$ cat config.mk
export PLATFORM = sky130hd
export DESIGN_NAME = ascp_top
export DESIGN_NICKNAME = d
export VERILOG_FILES = /design/src/ascp_pkg.sv /design/src/ascp_fifo_if.sv /design/src/ascp_top.sv /design/src/ascp_fifo.sv
export VERILOG_INCLUDE_DIRS = /design/src
export SDC_FILE = /design/constraint.sdc
export NUM_CORES = 1
export LEC_CHECK = 0
export ABC_AREA = 1
export BUFFER_PORTS_ARGS = -buffer_cell sky130_fd_sc_hd__buf_2
export CORE_ASPECT_RATIO = 1.25
export CORE_MARGIN = 10
export CORE_UTILIZATION = 55
export CTS_BUF_LIST = sky130_fd_sc_hd__clkbuf_4 sky130_fd_sc_hd__clkbuf_8
export CTS_CLUSTER_SIZE = 10
export DETAILED_ROUTE_END_ITERATION = 6
export PLACE_DENSITY = 0.72
export SYNTH_ARGS = -nofsm -noshare
export SYNTH_HDL_FRONTEND = slang
export SYNTH_SLANG_ARGS = --single-unit
$ cat constraint.sdc
create_clock -name ref_clk_i -period 4 [get_ports ref_clk_i]
set_clock_uncertainty 0.2 [all_clocks]
set_input_delay 0.2 -clock ref_clk_i [delete_from_list [all_inputs] [get_ports ref_clk_i]]
set_output_delay 0.2 -clock ref_clk_i [all_outputs]
set_load 0.03 [all_outputs]
$ cat src/ascp_regs.svh
// Register map, field positions, reset values and timing counts of the serial port
//------------------------------------------------------------------------------
// Operation
// - Async NRZ characters on separate pins
// - One buffered character per path, own enables
// - Transmitter and receiver run alone or together
// - Distinct break, parity, overrun, framing flags
// - Rate is clock/(8*(div+1)), or clock/16
// - Sixteen-bit divider in high and low bytes
// - Start, one-to-eight data, parity, one/two stops
// - Idle-line and address-bit wake-up schemes
// - Buffer-free flag and shifter-empty flag
// - Ready, break and summary error flags
// - Separate transmit and receive interrupt enables
// - Data in bits 7-0, upper byte zero
// - Registers decode from word address 7050h
//------------------------------------------------------------------------------
`ifndef ASCP_REGS_SVH
`define ASCP_REGS_SVH

// Word addresses
`define ASCP_ADDR_CCR 16'h7050
`define ASCP_ADDR_CTL1 16'h7051
`define ASCP_ADDR_BAUDH 16'h7052
`define ASCP_ADDR_BAUDL 16'h7053
`define ASCP_ADDR_CTL2 16'h7054
`define ASCP_ADDR_RXST 16'h7055
`define ASCP_ADDR_RXDBG 16'h7056
`define ASCP_ADDR_RXBUF 16'h7057
`define ASCP_ADDR_TXBUF 16'h7059
`define ASCP_ADDR_TXQC 16'h705A
`define ASCP_ADDR_RXQC 16'h705B
`define ASCP_ADDR_QGC 16'h705C
`define ASCP_ADDR_PRI 16'h705F

// Field positions
`define ASCP_CCR_ADDRMODE 3
`define ASCP_CCR_PAREN 5
`define ASCP_CCR_PAREVEN 6
`define ASCP_CCR_TWOSTOP 7
`define ASCP_CTL1_RXEN 0
`define ASCP_CTL1_TXEN 1
`define ASCP_CTL1_SLEEP 2
`define ASCP_CTL1_TXWAKE 3
`define ASCP_CTL1_CLRFLG 5
`define ASCP_QC_FLUSH 5
`define ASCP_QGC_EN 0

// Reset values
`define ASCP_CCR_RST 8'h07
`define ASCP_CTL1_RST 8'h00
`define ASCP_CTL1_MASK 8'h0F
`define ASCP_BAUD_RST 8'h00

// Timing counts
`define ASCP_TICKS_PER_BIT 8
`define ASCP_SAMPLE_TICK 3'h3
`define ASCP_LAST_TICK 3'h7
`define ASCP_IDLE_TICKS 7'h50
`define ASCP_WAKE_BITS 4'hB
`define ASCP_QUEUE_DEPTH 16

`endif

$ cat src/ascp_pkg.sv
// Types shared by the serial port modules
package ascp_pkg;

  typedef logic [15:0] ascp_word_t;
  typedef logic [7:0] ascp_byte_t;

  // Frame position, Gray coded along the usual path
  typedef enum logic [2:0]
  {
    ST_IDLE = 3'h0,
    ST_START = 3'h1,
    ST_DATA = 3'h3,
    ST_ABIT = 3'h2,
    ST_PAR = 3'h6,
    ST_STOP = 3'h7,
    ST_STOP2 = 3'h5,
    ST_WAKE = 3'h4
  } ascp_state_t;

endpackage : ascp_pkg

$ cat src/ascp_fifo_if.sv
// Push and pop sides of one character queue
`timescale 1ns/1ps
interface ascp_fifo_if #(parameter int W = 8, parameter int CW = 5);
  logic in_valid;
  logic in_ready;
  logic [W-1:0] in_data;
  logic out_valid;
  logic out_ready;
  logic [W-1:0] out_data;
  logic clr;
  logic [CW-1:0] count;

  modport fifo (input in_valid, in_data, out_ready, clr,
                output in_ready, out_valid, out_data, count);
  modport user (output in_valid, in_data, out_ready, clr,
                input in_ready, out_valid, out_data, count);
endinterface : ascp_fifo_if

$ cat src/ascp_top.sv
// Asynchronous serial port: registers, baud generator, transmitter, receiver
`timescale 1ns/1ps
`include "ascp_regs.svh"
module ascp_top #(
  parameter int DEPTH = `ASCP_QUEUE_DEPTH
) (
  // Clock and reset
  input wire logic ref_clk_i,
  input wire logic rst_i,
  // Peripheral register port, word addressed
  input wire ascp_pkg::ascp_word_t bus_addr_i,
  input wire ascp_pkg::ascp_word_t bus_wdata_i,
  input wire logic bus_wr_i,
  input wire logic bus_rd_i,
  output ascp_pkg::ascp_word_t bus_rdata_o,
  // Serial link
  input wire logic serial_rx_pin_i,
  output logic serial_tx_pin_o,
  // Interrupt requests
  output logic tx_int_o,
  output logic rx_int_o
);
  import ascp_pkg::*;

  localparam int CW = $clog2(DEPTH + 1);

  //----------------------------------------------------------------------------
  // Helpers
  //----------------------------------------------------------------------------

  // Parity bit that makes the frame even (or odd) over the used data bits
  function automatic logic frame_parity(input ascp_byte_t d, input logic [2:0] lm1,
                                        input logic even);
    ascp_byte_t mask;
    mask = 8'hFF >> (3'h7 - lm1);
    return even ? ^(d & mask) : ~^(d & mask);
  endfunction : frame_parity

  // Full sixteen-bit word match, as only word accesses are decoded
  function automatic logic hit(input ascp_word_t a, input ascp_word_t reg_addr);
    return a == reg_addr;
  endfunction : hit

  //----------------------------------------------------------------------------
  // Register storage and decode
  //----------------------------------------------------------------------------

  ascp_byte_t ccr_r;
  ascp_byte_t ctl1_r;
  ascp_byte_t baud_hi_r;
  ascp_byte_t baud_lo_r;
  ascp_byte_t pri_r;
  logic tx_ie_r;
  logic rx_ie_r;
  logic qen_r;
  ascp_word_t rdata_r;

  // Write strobes, full word address compare from the 7050h base
  wire wr_ccr = bus_wr_i && hit(bus_addr_i, `ASCP_ADDR_CCR);
  wire wr_ctl1 = bus_wr_i && hit(bus_addr_i, `ASCP_ADDR_CTL1);
  wire wr_bh = bus_wr_i && hit(bus_addr_i, `ASCP_ADDR_BAUDH);
  wire wr_bl = bus_wr_i && hit(bus_addr_i, `ASCP_ADDR_BAUDL);
  wire wr_ctl2 = bus_wr_i && hit(bus_addr_i, `ASCP_ADDR_CTL2);
  wire wr_txbuf = bus_wr_i && hit(bus_addr_i, `ASCP_ADDR_TXBUF);
  wire wr_txqc = bus_wr_i && hit(bus_addr_i, `ASCP_ADDR_TXQC);
  wire wr_rxqc = bus_wr_i && hit(bus_addr_i, `ASCP_ADDR_RXQC);
  wire wr_qgc = bus_wr_i && hit(bus_addr_i, `ASCP_ADDR_QGC);
  wire wr_pri = bus_wr_i && hit(bus_addr_i, `ASCP_ADDR_PRI);
  wire rd_rxbuf = bus_rd_i && hit(bus_addr_i, `ASCP_ADDR_RXBUF);

  // Only the low byte is ever taken from the bus
  wire [7:0] wbyte = bus_wdata_i[7:0];
  wire clr_flags = wr_ctl1 && wbyte[`ASCP_CTL1_CLRFLG];
  wire txq_flush = wr_txqc && wbyte[`ASCP_QC_FLUSH];
  wire rxq_flush = wr_rxqc && wbyte[`ASCP_QC_FLUSH];

  // Frame format and control fields
  wire [2:0] len_m1 = ccr_r[2:0];
  wire addr_mode = ccr_r[`ASCP_CCR_ADDRMODE];
  wire par_en = ccr_r[`ASCP_CCR_PAREN];
  wire par_even = ccr_r[`ASCP_CCR_PAREVEN];
  wire two_stop = ccr_r[`ASCP_CCR_TWOSTOP];
  wire rx_en = ctl1_r[`ASCP_CTL1_RXEN];
  wire tx_en = ctl1_r[`ASCP_CTL1_TXEN];
  wire sleep = ctl1_r[`ASCP_CTL1_SLEEP];
  wire tx_wake = ctl1_r[`ASCP_CTL1_TXWAKE];

  //----------------------------------------------------------------------------
  // Queues in front of the single buffers
  //----------------------------------------------------------------------------

  ascp_fifo_if #(.W(8), .CW(CW)) txq ();
  ascp_fifo_if #(.W(8), .CW(CW)) rxq ();

  ascp_fifo #(.WIDTH(8), .DEPTH(DEPTH), .CW(CW)) u_txq
  (
    .ref_clk_i (ref_clk_i),
    .rst_i (rst_i),
    .q (txq)
  );

  ascp_fifo #(.WIDTH(8), .DEPTH(DEPTH), .CW(CW)) u_rxq
  (
    .ref_clk_i (ref_clk_i),
    .rst_i (rst_i),
    .q (rxq)
  );

  // With queues off the queue acts as a one-deep buffer beside the shifter
  wire tx_free = qen_r ? txq.in_ready : (txq.count == '0);
  wire rx_room = qen_r ? rxq.in_ready : (rxq.count == '0);
  wire rx_ready = rxq.out_valid;

  // A write while the buffer is taken is dropped; software polls the free flag
  assign txq.in_valid = wr_txbuf && tx_free;
  assign txq.in_data = wbyte;
  assign txq.clr = txq_flush;
  assign rxq.out_ready = rd_rxbuf;
  assign rxq.clr = rxq_flush;

  //----------------------------------------------------------------------------
  // Baud generator
  //----------------------------------------------------------------------------

  logic [15:0] div_cnt_r;
  logic tick_r;

  // Eight ticks a bit; a zero divider is treated as one, giving clock/16
  wire [15:0] baud_divider_value = {baud_hi_r, baud_lo_r};
  wire [15:0] tick_top = (baud_divider_value == 16'h0000) ? 16'h0001 : baud_divider_value;

  // Tick every tick_top+1 clocks
  always_ff @(posedge ref_clk_i)
  begin
    if (rst_i || div_cnt_r >= tick_top)
      div_cnt_r <= 16'h0000;
    else
      div_cnt_r <= div_cnt_r + 16'h0001;
  end

  always_ff @(posedge ref_clk_i)
  begin
    if (rst_i)
      tick_r <= 1'b0;
    else
      tick_r <= (div_cnt_r >= tick_top);
  end

  //----------------------------------------------------------------------------
  // Receiver
  //----------------------------------------------------------------------------

  logic rx_s1_r;
  logic rx_s2_r;
  logic rx_prev_r;
  ascp_state_t rx_st_r;
  logic [2:0] rx_ph_r;
  logic [3:0] rx_bit_r;
  ascp_byte_t rx_sh_r;
  logic rx_ab_r;
  logic rx_pe_r;
  logic [6:0] rx_idle_r;
  logic rx_idle_seen_r;
  logic pe_f_r;
  logic oe_f_r;
  logic fe_f_r;
  logic bk_f_r;
  logic wake_f_r;

  // The pin is asynchronous: two flops before any logic
  always_ff @(posedge ref_clk_i)
  begin
    if (rst_i)
    begin
      rx_s1_r <= 1'b1;
      rx_s2_r <= 1'b1;
      rx_prev_r <= 1'b1;
    end
    else
    begin
      rx_s1_r <= serial_rx_pin_i;
      rx_s2_r <= rx_s1_r;
      rx_prev_r <= rx_s2_r;
    end
  end

  // Mid-bit sample and end-of-bit strobes
  wire rx_fall = rx_prev_r && !rx_s2_r;
  wire rx_smp = tick_r && (rx_ph_r == `ASCP_SAMPLE_TICK);
  wire rx_end = tick_r && (rx_ph_r == `ASCP_LAST_TICK);
  wire rx_last_data = (rx_bit_r[2:0] == len_m1);
  wire [7:0] rx_char = rx_sh_r >> (3'h7 - len_m1);
  wire rx_done = (rx_st_r == ST_STOP) && rx_smp;
  wire rx_exp_par = frame_parity(rx_char, len_m1, par_even);

  // Sleeping receivers take only address characters
  wire rx_is_addr = addr_mode ? rx_ab_r : rx_idle_seen_r;
  wire rx_accept = rx_done && (!sleep || rx_is_addr);
  wire rx_ovr = rx_accept && !rx_room;
  wire rx_fe = rx_done && !rx_s2_r;
  wire rx_brk = rx_fe && (rx_char == 8'h00) && !rx_ab_r;

  assign rxq.in_valid = rx_accept && rx_room;
  assign rxq.in_data = rx_char;

  // Receive state machine; disabled receiver sits idle
  always_ff @(posedge ref_clk_i)
  begin
    if (rst_i || !rx_en)
    begin
      rx_st_r <= ST_IDLE;
      rx_ph_r <= 3'h0;
      rx_bit_r <= 4'h0;
      rx_sh_r <= 8'h00;
      rx_ab_r <= 1'b0;
      rx_pe_r <= 1'b0;
    end
    else
    begin
      if (tick_r)
        rx_ph_r <= rx_ph_r + 3'h1;
      case (rx_st_r)
        ST_IDLE:
          if (rx_fall)
          begin
            rx_st_r <= ST_START;
            rx_ph_r <= 3'h0;
            rx_bit_r <= 4'h0;
            rx_ab_r <= 1'b0;
            rx_pe_r <= 1'b0;
          end
        ST_START:
          // A glitch shorter than half a bit is not a start
          if (rx_smp && rx_s2_r)
            rx_st_r <= ST_IDLE;
          else if (rx_end)
            rx_st_r <= ST_DATA;
        ST_DATA:
        begin
          if (rx_smp)
            rx_sh_r <= {rx_s2_r, rx_sh_r[7:1]};
          if (rx_end)
          begin
            rx_bit_r <= rx_bit_r + 4'h1;
            if (rx_last_data)
              rx_st_r <= addr_mode ? ST_ABIT : (par_en ? ST_PAR : ST_STOP);
          end
        end
        ST_ABIT:
        begin
          if (rx_smp)
            rx_ab_r <= rx_s2_r;
          if (rx_end)
            rx_st_r <= par_en ? ST_PAR : ST_STOP;
        end
        ST_PAR:
        begin
          if (rx_smp)
            rx_pe_r <= (rx_s2_r != rx_exp_par);
          if (rx_end)
            rx_st_r <= ST_STOP;
        end
        ST_STOP:
          // Leave at mid stop bit so the next start edge is not missed
          if (rx_smp)
            rx_st_r <= ST_IDLE;
        default:
          rx_st_r <= ST_IDLE;
      endcase
    end
  end

  // Idle-line timer: ten quiet bits before a start mark an address block
  always_ff @(posedge ref_clk_i)
  begin
    if (rst_i)
    begin
      rx_idle_r <= 7'h00;
      rx_idle_seen_r <= 1'b0;
    end
    else if (rx_st_r == ST_IDLE && rx_fall)
    begin
      rx_idle_seen_r <= (rx_idle_r >= `ASCP_IDLE_TICKS);
      rx_idle_r <= 7'h00;
    end
    else if (rx_st_r == ST_IDLE && tick_r && rx_s2_r && rx_idle_r < `ASCP_IDLE_TICKS)
      rx_idle_r <= rx_idle_r + 7'h01;
    else if (rx_st_r != ST_IDLE)
      rx_idle_r <= 7'h00;
  end

  // Sticky error flags; a new event wins over a clear in the same cycle
  always_ff @(posedge ref_clk_i)
  begin
    if (rst_i)
    begin
      pe_f_r <= 1'b0;
      oe_f_r <= 1'b0;
      fe_f_r <= 1'b0;
      bk_f_r <= 1'b0;
      wake_f_r <= 1'b0;
    end
    else
    begin
      pe_f_r <= (rx_done && par_en && rx_pe_r) || (pe_f_r && !clr_flags);
      oe_f_r <= rx_ovr || (oe_f_r && !clr_flags);
      fe_f_r <= rx_fe || (fe_f_r && !clr_flags);
      bk_f_r <= rx_brk || (bk_f_r && !clr_flags);
      wake_f_r <= (rx_accept && rx_is_addr) || (wake_f_r && !clr_flags);
    end
  end

  wire rx_err = pe_f_r | oe_f_r | fe_f_r | bk_f_r;

  //----------------------------------------------------------------------------
  // Transmitter
  //----------------------------------------------------------------------------

  ascp_state_t tx_st_r;
  logic [2:0] tx_ph_r;
  logic [3:0] tx_bit_r;
  ascp_byte_t tx_sh_r;
  logic tx_ab_r;
  logic tx_par_r;
  logic tx_pin_r;
  logic tx_line;

  wire tx_end = tick_r && (tx_ph_r == `ASCP_LAST_TICK);
  wire tx_load = (tx_st_r == ST_IDLE) && tick_r && tx_en && txq.out_valid;
  wire tx_empty = (tx_st_r == ST_IDLE);

  // Shifter drains the buffer only when it is empty, which back-pressures writes
  assign txq.out_ready = tx_load;

  // Line level for the current frame position
  always_comb
  begin
    case (tx_st_r)
      ST_START: tx_line = 1'b0;
      ST_DATA: tx_line = tx_sh_r[0];
      ST_ABIT: tx_line = tx_ab_r;
      ST_PAR: tx_line = tx_par_r;
      default: tx_line = 1'b1;
    endcase
  end

  // Transmit state machine
  always_ff @(posedge ref_clk_i)
  begin
    if (rst_i)
    begin
      tx_st_r <= ST_IDLE;
      tx_ph_r <= 3'h0;
      tx_bit_r <= 4'h0;
      tx_sh_r <= 8'h00;
      tx_ab_r <= 1'b0;
      tx_par_r <= 1'b0;
    end
    else
    begin
      if (tick_r)
        tx_ph_r <= tx_ph_r + 3'h1;
      case (tx_st_r)
        ST_IDLE:
          if (tx_load)
          begin
            tx_ph_r <= 3'h0;
            tx_bit_r <= 4'h0;
            tx_sh_r <= txq.out_data;
            tx_ab_r <= tx_wake;
            tx_par_r <= frame_parity(txq.out_data, len_m1, par_even);
            // Idle-line address: eleven idle bits first
            tx_st_r <= (!addr_mode && tx_wake) ? ST_WAKE : ST_START;
          end
        ST_WAKE:
          if (tx_end)
          begin
            tx_bit_r <= tx_bit_r + 4'h1;
            if (tx_bit_r == `ASCP_WAKE_BITS - 4'h1)
            begin
              tx_bit_r <= 4'h0;
              tx_st_r <= ST_START;
            end
          end
        ST_START:
          if (tx_end)
            tx_st_r <= ST_DATA;
        ST_DATA:
          if (tx_end)
          begin
            tx_sh_r <= {1'b0, tx_sh_r[7:1]};
            tx_bit_r <= tx_bit_r + 4'h1;
            if (tx_bit_r[2:0] == len_m1)
              tx_st_r <= addr_mode ? ST_ABIT : (par_en ? ST_PAR : ST_STOP);
          end
        ST_ABIT:
          if (tx_end)
            tx_st_r <= par_en ? ST_PAR : ST_STOP;
        ST_PAR:
          if (tx_end)
            tx_st_r <= ST_STOP;
        ST_STOP:
          if (tx_end)
            tx_st_r <= two_stop ? ST_STOP2 : ST_IDLE;
        ST_STOP2:
          if (tx_end)
            tx_st_r <= ST_IDLE;
        default:
          tx_st_r <= ST_IDLE;
      endcase
    end
  end

  // Registered pin so the output never glitches between states
  always_ff @(posedge ref_clk_i)
  begin
    if (rst_i)
      tx_pin_r <= 1'b1;
    else
      tx_pin_r <= tx_line;
  end

  //----------------------------------------------------------------------------
  // Control register writes
  //----------------------------------------------------------------------------

  // Plain storage; the wake bit is consumed by the character it marks
  always_ff @(posedge ref_clk_i)
  begin
    if (rst_i)
    begin
      ccr_r <= `ASCP_CCR_RST;
      ctl1_r <= `ASCP_CTL1_RST;
      baud_hi_r <= `ASCP_BAUD_RST;
      baud_lo_r <= `ASCP_BAUD_RST;
      pri_r <= 8'h00;
      tx_ie_r <= 1'b0;
      rx_ie_r <= 1'b0;
      qen_r <= 1'b0;
    end
    else
    begin
      if (wr_ccr)
        ccr_r <= wbyte & 8'hEF;
      if (wr_ctl1)
        ctl1_r <= wbyte & `ASCP_CTL1_MASK;
      else if (tx_load)
        ctl1_r[`ASCP_CTL1_TXWAKE] <= 1'b0;
      if (wr_bh)
        baud_hi_r <= wbyte;
      if (wr_bl)
        baud_lo_r <= wbyte;
      if (wr_ctl2)
      begin
        tx_ie_r <= wbyte[0];
        rx_ie_r <= wbyte[1];
      end
      if (wr_qgc)
        qen_r <= wbyte[`ASCP_QGC_EN];
      if (wr_pri)
        pri_r <= wbyte;
    end
  end

  //----------------------------------------------------------------------------
  // Read path
  //----------------------------------------------------------------------------

  ascp_byte_t rd_byte;

  // Status views; unmapped words read zero
  always_comb
  begin
    case (bus_addr_i)
      `ASCP_ADDR_CCR: rd_byte = ccr_r;
      `ASCP_ADDR_CTL1: rd_byte = ctl1_r;
      `ASCP_ADDR_BAUDH: rd_byte = baud_hi_r;
      `ASCP_ADDR_BAUDL: rd_byte = baud_lo_r;
      `ASCP_ADDR_CTL2: rd_byte = {tx_free, tx_empty, 4'h0, rx_ie_r, tx_ie_r};
      `ASCP_ADDR_RXST: rd_byte = {rx_err, rx_ready, bk_f_r, fe_f_r, oe_f_r, pe_f_r,
                                  wake_f_r, 1'b0};
      `ASCP_ADDR_RXDBG: rd_byte = rxq.out_data;
      `ASCP_ADDR_RXBUF: rd_byte = rxq.out_data;
      `ASCP_ADDR_TXQC: rd_byte = 8'(txq.count);
      `ASCP_ADDR_RXQC: rd_byte = 8'(rxq.count);
      `ASCP_ADDR_QGC: rd_byte = {7'h00, qen_r};
      `ASCP_ADDR_PRI: rd_byte = pri_r;
      default: rd_byte = 8'h00;
    endcase
  end

  // Read data one cycle after the strobe, upper byte always zero
  always_ff @(posedge ref_clk_i)
  begin
    if (rst_i)
      rdata_r <= 16'h0000;
    else if (bus_rd_i)
      rdata_r <= {8'h00, rd_byte};
  end

  //----------------------------------------------------------------------------
  // Interrupt requests and outputs
  //----------------------------------------------------------------------------

  logic tx_int_r;
  logic rx_int_r;

  // Break shares the receive enable rather than having its own
  always_ff @(posedge ref_clk_i)
  begin
    if (rst_i)
    begin
      tx_int_r <= 1'b0;
      rx_int_r <= 1'b0;
    end
    else
    begin
      tx_int_r <= tx_ie_r && tx_free;
      rx_int_r <= rx_ie_r && (rx_ready || bk_f_r);
    end
  end

  assign bus_rdata_o = rdata_r;
  assign serial_tx_pin_o = tx_pin_r;
  assign tx_int_o = tx_int_r;
  assign rx_int_o = rx_int_r;

endmodule : ascp_top

$ cat src/ascp_fifo.sv
// Flip-flop character queue; depth must be a power of two
`timescale 1ns/1ps
module ascp_fifo #(
  parameter int WIDTH = 8,
  parameter int DEPTH = 16,
  parameter int CW = 5
) (
  // Clock and reset
  input wire logic ref_clk_i,
  input wire logic rst_i,
  // Queue sides
  ascp_fifo_if.fifo q
);
  import ascp_pkg::*;

  localparam int AW = $clog2(DEPTH);

  logic [WIDTH-1:0] mem_r [DEPTH];
  logic [AW-1:0] wp_r;
  logic [AW-1:0] rp_r;
  logic [CW-1:0] cnt_r;
  logic push;
  logic pop;

  // Honest full and empty from the occupancy count
  assign q.in_ready = (cnt_r != CW'(DEPTH));
  assign q.out_valid = (cnt_r != '0);
  assign q.out_data = mem_r[rp_r];
  assign q.count = cnt_r;
  assign push = q.in_valid && q.in_ready;
  assign pop = q.out_valid && q.out_ready;

  // Storage needs no reset; only pointers define contents
  always_ff @(posedge ref_clk_i)
  begin
    if (push)
      mem_r[wp_r] <= q.in_data;
  end

  // Pointers and count; flush wins over traffic
  always_ff @(posedge ref_clk_i)
  begin
    if (rst_i || q.clr)
    begin
      wp_r <= '0;
      rp_r <= '0;
      cnt_r <= '0;
    end
    else
    begin
      if (push)
        wp_r <= wp_r + 1'b1;
      if (pop)
        rp_r <= rp_r + 1'b1;
      if (push && !pop)
        cnt_r <= cnt_r + 1'b1;
      else if (pop && !push)
        cnt_r <= cnt_r - 1'b1;
    end
  end

endmodule : ascp_fifo

[Word level (Yosys, flattened, before mapping)]
Memory sizes are Yosys's and may differ from the RTL's. A register that Yosys moved wholly into a read port is not among the register bits.
Index checks and enable logic that the tools add are counted.
Storage, ports and cells
  memory bits (writable): 256
  memories kept: 2
  output and inout bits: 19
  input port bits: 37
  register bits: 148
Operators by class
  add/sub/neg operators: 15
  magnitude comparators: 3
  equal/unequal tests: 53
  multiplexer cells: 70
  reduce and logical (&&, ||, !) cells: 108
  bitwise operators: 5
  shifts and indexed selects: 2
Memory list
  u_rxq.mem_r: words 16, width 8, rd ports 1, clocked after memory_dff 1, write ports 1, RTL line ascp_fifo.sv:18  | logic [WIDTH-1:0] mem_r [DEPTH];
  u_txq.mem_r: words 16, width 8, rd ports 1, clocked after memory_dff 1, write ports 1, RTL line ascp_fifo.sv:18
Operators by type and width (count)
  $eq A16 B15 Y1 const B: 13
  $pmux W8 S11: 1
  $mux W3: 27
  $logic_and A1 B1 Y1: 53
  $mux W4: 10
  $ne A2 B2 Y1 const B: 17
  $add A4 B1 Y4 const B: 6
  $eq A3 B3 Y1 const B: 8
  $pmux W3 S8: 1
  $mux W5: 4
  $pmux W3 S6: 1
  $add A16 B1 Y16 const B: 1
  $and A8 B8 Y8: 2
  $ge A16 B16 Y1: 1
  $logic_not A16 Y1: 1
  $mux W16: 1
  $mux W8: 2
  $pmux W8 S2: 1
  $reduce_bool A2 Y1: 8
  $reduce_xnor A8 Y1: 2
  $reduce_xor A8 Y1: 2
  $eq A3 B2 Y1 const B: 5
  $mux W1: 15
  $mux W7: 2
  other kinds (34): 72

[Longest topological paths before layout]
  depth after elaboration: 10
  gate-level depth with buffers: 19

[Cells and area by module]
Synthesis repeated with hierarchy kept, for this count alone.
Second synthesis, totals
  cell total of the unflattened synthesis: 2302
  area total of the unflattened synthesis: 19896.6 µm²
By module, submodules not included
  ascp_top: seq. area each 2422.3 µm², instances 1, cells an instance 990, area an instance 6964.2 µm²
  ascp_fifo (u_rxq): seq. area each 4184.0 µm², instances 1, cells an instance 656, area an instance 6467.5 µm²
  ascp_fifo (u_txq): seq. area each 4184.0 µm², instances 1, cells an instance 656, area an instance 6465.0 µm²

[Worst setup path after synthesis]
Ideal clock, no wire load.
  path type: register to register
  start point: reg rx_ph_r[0]
  end point: reg u_rxq.cnt_r[4] (netlist: u_rxq.q.count[4])
  setup slack: 1.088 ns
  clock period less this slack: 2.912 ns
  stages on the path, launching flop included: 16
  arrival time: 2.642 ns
  required time: 3.730 ns
  cell sequence: dfxtp_1 > ha_1 > ha_1 > nand2_1 > nor4_4 > o21ai_2 > nor2_4 > ha_1 > inv_1 > fa_1 > a21o_1 > a21oi_1 > o21ai_0 > a21oi_1 > o21ai_0 > a21oi_1
Between the ends
  word-level cells in the longest chain between the ends: 9
  elaborated cells between the ends (all ways): 11
  those cells by class: 1 x eq/ne; 1 x mux; 9 x reduce/logical
Ends and longest elaborated chain
  start, declared: RTL line ascp_top.sv:157  | logic [2:0] rx_ph_r;
  start signal, assigned: RTL line ascp_top.sv:221  | rx_ph_r <= rx_ph_r + 3'h1;
  $eq A3 B2 Y1 (no line) *
  $logic_and A1 B1 Y1 *: RTL line ascp_top.sv:189  | wire rx_smp = tick_r && (rx_ph_r == `ASCP_SAMPLE_TICK);
  $logic_and A1 B1 Y1 *: RTL line ascp_top.sv:193  | wire rx_done = (rx_st_r == ST_STOP) && rx_smp;
  $logic_and A1 B1 Y1 *: RTL line ascp_top.sv:198  | wire rx_accept = rx_done && (!sleep || rx_is_addr);
  $logic_and A1 B1 Y1 *: RTL line ascp_top.sv:203  | assign rxq.in_valid = rx_accept && rx_room;
  $logic_and A1 B1 Y1 *: RTL line ascp_fifo.sv:30  | assign push = q.in_valid && q.in_ready;
  net u_rxq.push: RTL line ascp_fifo.sv:22  | logic push;
  $logic_not A1 Y1: RTL line ascp_fifo.sv:57  | else if (pop && !push)
  $logic_and A1 B1 Y1: RTL line ascp_fifo.sv:57
  $reduce_bool A2 Y1 (no line)
  end signal, assigned: RTL line ascp_fifo.sv:56  | cnt_r <= cnt_r + 1'b1;
  end signal, assigned: RTL line ascp_fifo.sv:58  | cnt_r <= cnt_r - 1'b1;
  end, declared: RTL line ascp_fifo.sv:21  | logic [CW-1:0] cnt_r;
The timed path passes the listed nets; every way through them passes the cells marked *.
A chain may end at the register's enable or synchronous reset.

[Final worst setup path]
Ends and elaborated chain as after synthesis.

==> reports/summary.md <==
The number of clock buffers added by TritonCTS is 61. The aggregate global routing overflow came out at 0. The first TritonRoute pass finished after 5 iterations. The proportion of power drawn by flip-flops and latches was 53.8%; the actual transition at the worst max-transition pin was 1.204 ns. Setup repair after global routing left no endpoint under its margin. Once the floorplan was initialized, standard cells occupied 55.35% of the core. In this run the number of H-tree levels came out at 2. The tools report the synthesized instance count as 2078.

The multi-input combinational cells in the finished layout cover a total of 6912 µm². Setup violations remaining at the end of the flow were counted as 0. Once layout is complete, the utilization of the core stands at 61.05%. For this design the ratio of total power to cell area is 404.7 nW/µm². The logs give 19.42% for the worst slew margin relative to its limit and 76 for the number of placement rows. The floorplan die height was 227.8 µm.

The clock reaches the later pin of the worst-skew pair after 0.66 ns. After routing, the total negative slack on setup checks comes to 0 ns. The area growth from synthesis to layout is 10.29%. The most common cell in the synthesized netlist is sky130_fd_sc_hd__nand2_1. Number of placed cells counting well taps: 2531.

The kind of capture point of the worst setup path is a register. The final critical path time including I/O delays and setup was 3.368 ns. In this run the static leakage power is 7.935 nW. Number of stages on the worst hold path: 8. In this run, synthesis inferred 256 flip-flops with an integrated enable. Routability-driven placement finished with a final weighted congestion of 0.9349. The proportion of synthesized chip area in sequential cells is 56.79%, and the largest fanout on the critical path is 8.

In the routed design, unresolved DRC markers number 0. Global routing used 22.40% of the available tracks across all layers. Once the clock tree was built, the setup fixing pass inserted 0 buffers. Across the whole layout, storage elements account for 10790 µm². The number of gates resized after CTS was 0.

The tightest min-delay check is of the in2reg type. The element type at the critical path start was a register. The net count of the finished layout is 2230.

Clock-pin slew was measured on the worst setup and hold paths at 0.06 ns. The first global-routing pass estimated 75450 µm of wire. The tools report the number of slew-limit violations in the final report as 0.

The placed wire-length estimate after detailed placement is 32520 µm, and the filler cell count in the final layout is 2844. The flow ran to the end, and the final reports show no timing, DRC or antenna violations. Sorting the synthesized cells by how often they occur yields sky130_fd_sc_hd__nand2_1 (448), sky130_fd_sc_hd__edfxtp_1 (256), sky130_fd_sc_hd__inv_1 (220). The longest clock path from root to sink contains 3 buffers.

The number of different library cells used by synthesis comes to 65. Of the total power, combinational logic draws 6.0%. The wire length reported by the detailed router was 48380 µm; the final antenna diode count was 0. Buffers inserted to repair hold after CTS numbered 20. The fraction of power spent switching nets works out to 23.40%. For this run, the leading register cell type out of synthesis is sky130_fd_sc_hd__edfxtp_1.

The number of max-cap violations was 0. A synthesized cell averages 9.144 µm². Library cell with the largest summed area after synthesis: sky130_fd_sc_hd__edfxtp_1.

During synthesis, Yosys emitted a total of 0 warnings. The number of failing hold endpoints at the final stage is 0. After synthesis, the cell types taking the most area are sky130_fd_sc_hd__edfxtp_1 (40%), sky130_fd_sc_hd__dfxtp_1 (16%), sky130_fd_sc_hd__nand2_1 (8.8%). Required time at the worst-slack endpoint: 4.38 ns. The routed layout has 14951 vias. Entering global routing, the biggest net connects 65 pins. The top-area cell type share of the netlist area was 40.46%.

During placement, the flow inserted port buffers numbering 39. TritonCTS built the clock tree. Dividing the final minimum period by the clock period gives 84.20%.

Cell internal power was estimated by the tool at 6.497 mW. The worst supply voltage drop on vdd was 0.3315 mV; the width of the chip was 186.3 µm. Leaving out filler cells and counting taps, the final layout contains 2661. After the first detailed-routing iteration, the DRC count stood at 1215. The fraction of final layout cells with drive strength greater than 1 works out to 9.257%. The floorplan step defined a die boundary enclosing 42430 µm². Kind of critical path: reg2reg. CTS placed an instance of sky130_fd_sc_hd__clkbuf_8 at the clock tree root. The run gives 14547 as the via count of the first global-routing pass. The depth of the worst register-to-register path was 15; the clock share of power was 40.2%. For this design the top-level I/O count stands at 56. Across all register-to-register paths, the minimum setup slack is 0.63 ns. The share of async-settable or async-resettable flops after synthesis works out to 0%. Dividing the detail-routed wire length by the instance count gives 18.18 µm. For this design the total switching power over the nets is 1.985 mW. The core region is 34330 µm². The number of antenna violations at the first check in global routing came out at 0. The via density per instance is 5.619, and the achievable clock frequency is 0.2969 GHz.

The final antenna-violating net count was 0. Data on the critical path arrives at its endpoint at 3.75 ns. The register bit count reported by yosys was 411; the cell area after synthesis was 19000 µm². The number of sinks handled by clock tree synthesis is 411.
[registers in the layout, indices dropped and copies added (netlist names), 5 cells and up, named ones only]
signal	count
baud_hi_r	8
u_rxq.q.count	5
u_txq.mem_r	128
baud_lo_r	8
rx_idle_r	7
ccr_r	7
tx_sh_r	8
pri_r	8
div_cnt_r	16
u_txq.q.count	5
u_rxq.mem_r	128
rx_sh_r	8
bus_rdata_o	8
[cell families (layout without fill, tap and decap cells)]
logic type,Yosys count,in the layout,synth area share [%]
and+or+nand+nor,892,892,20.02
DFF,411,411,56.79
AOI/OAI and AO/OA,389,389,11.96
buffers and inverters,315,423,6.980
adders and majority gates,47,47,3.174
xor gates and xnor gates,23,23,1.060
other,1,8,0.01973
[cells in the final DEF, fill, tap and decap left out, drive strengths merged, types with 3 or more instances in the layout]
cell type / instances
nand2: 449
edfxtp: 256
inv: 231
nor2: 203
a21oi: 170
nand3: 159
dfxtp: 155
o21ai: 115
clkbuf: 93
buf: 63
ha: 45
nor3: 36
o211ai: 22
nand4: 21
dlygate4sd3: 20
a211oi: 17
a22oi: 15
xor2: 14
clkinv: 14
o22ai: 12
a32o: 10
xnor2: 9
conb: 8
nor4: 7
or2: 7
o221ai: 6
nor3b: 4
o41ai: 3
nand3b: 3
[layer usage]
layer / global-route usage, % / routed length, µm
met5: 0 / 0
met4: 9.414 / 1825
met3: 3.499 / 2900
met2: 38.72 / 24310
met1: 26.93 / 19340
[power groups by stage]
| stage | clock [mW] | sequential [mW] | combinational [mW] |
|---|---|---|---|
| 2_1_floorplan | 0 | 4.65 | 0.326 |
| 3_3_place_gp | 0 | 4.65 | 0.473 |
| 3_5_place_dp | 0 | 4.65 | 0.491 |
| 4_1_cts | 3.47 | 4.56 | 0.507 |
| 5_1_grt | 3.65 | 4.57 | 0.573 |
| 6_report | 3.41 | 4.56 | 0.506 |
[path summary, 6_finish.rpt]
| path | startpoint | endpoint |
|---|---|---|
| worst max-delay path | rx_ph_r[0] | u_rxq.q.count[4] |
| worst min-delay path | bus_addr_i[10] | u_txq.wp_r[1] |
| worst max register to register | rx_ph_r[0] | u_rxq.q.count[4] |
| worst min register to register | div_cnt_r[0] | div_cnt_r[0] |
[cell type report]
class,count,area share [%]
repair buffers,83,2.746
clock buffers,93,5.242
clock inverters,17,0.6090
flip-flops and latches,411,51.50
inverters,230,4.131
well taps,468,2.794
multi-input cells,1359,32.98
[worst max-delay path, stage by stage (launching register included)]
cell                      delay (ns)
sky130_fd_sc_hd__dfxtp_1        0.35
sky130_fd_sc_hd__ha_1           0.19
sky130_fd_sc_hd__ha_1           0.15
sky130_fd_sc_hd__nand2_1        0.16
sky130_fd_sc_hd__nor4_4         0.28
sky130_fd_sc_hd__o21ai_2        0.13
sky130_fd_sc_hd__nor2_4         0.24
sky130_fd_sc_hd__ha_1           0.23
sky130_fd_sc_hd__inv_1          0.10
sky130_fd_sc_hd__fa_1           0.41
sky130_fd_sc_hd__a21o_1         0.18
sky130_fd_sc_hd__a21oi_1        0.17
sky130_fd_sc_hd__o21ai_0        0.10
sky130_fd_sc_hd__a21oi_1        0.18
sky130_fd_sc_hd__o21ai_0        0.10
sky130_fd_sc_hd__a21oi_1        0.11
[per-stage QoR]
stage,worst slack [ns],power [mW],hold WS (ns),area [µm²]
2_1_floorplan,1.088,4.979,0.09887,19030
3_3_place_gp,0.6459,5.122,0.1855,19530
3_5_place_dp,0.5780,5.141,0.1845,19530
4_1_cts,0.6620,8.543,0.1577,20960
5_1_grt,0.3566,8.785,0.2407,20960
6_report,0.6320,8.482,0.2143,20960
No activity file was read; power rests on OpenSTA's default activity.
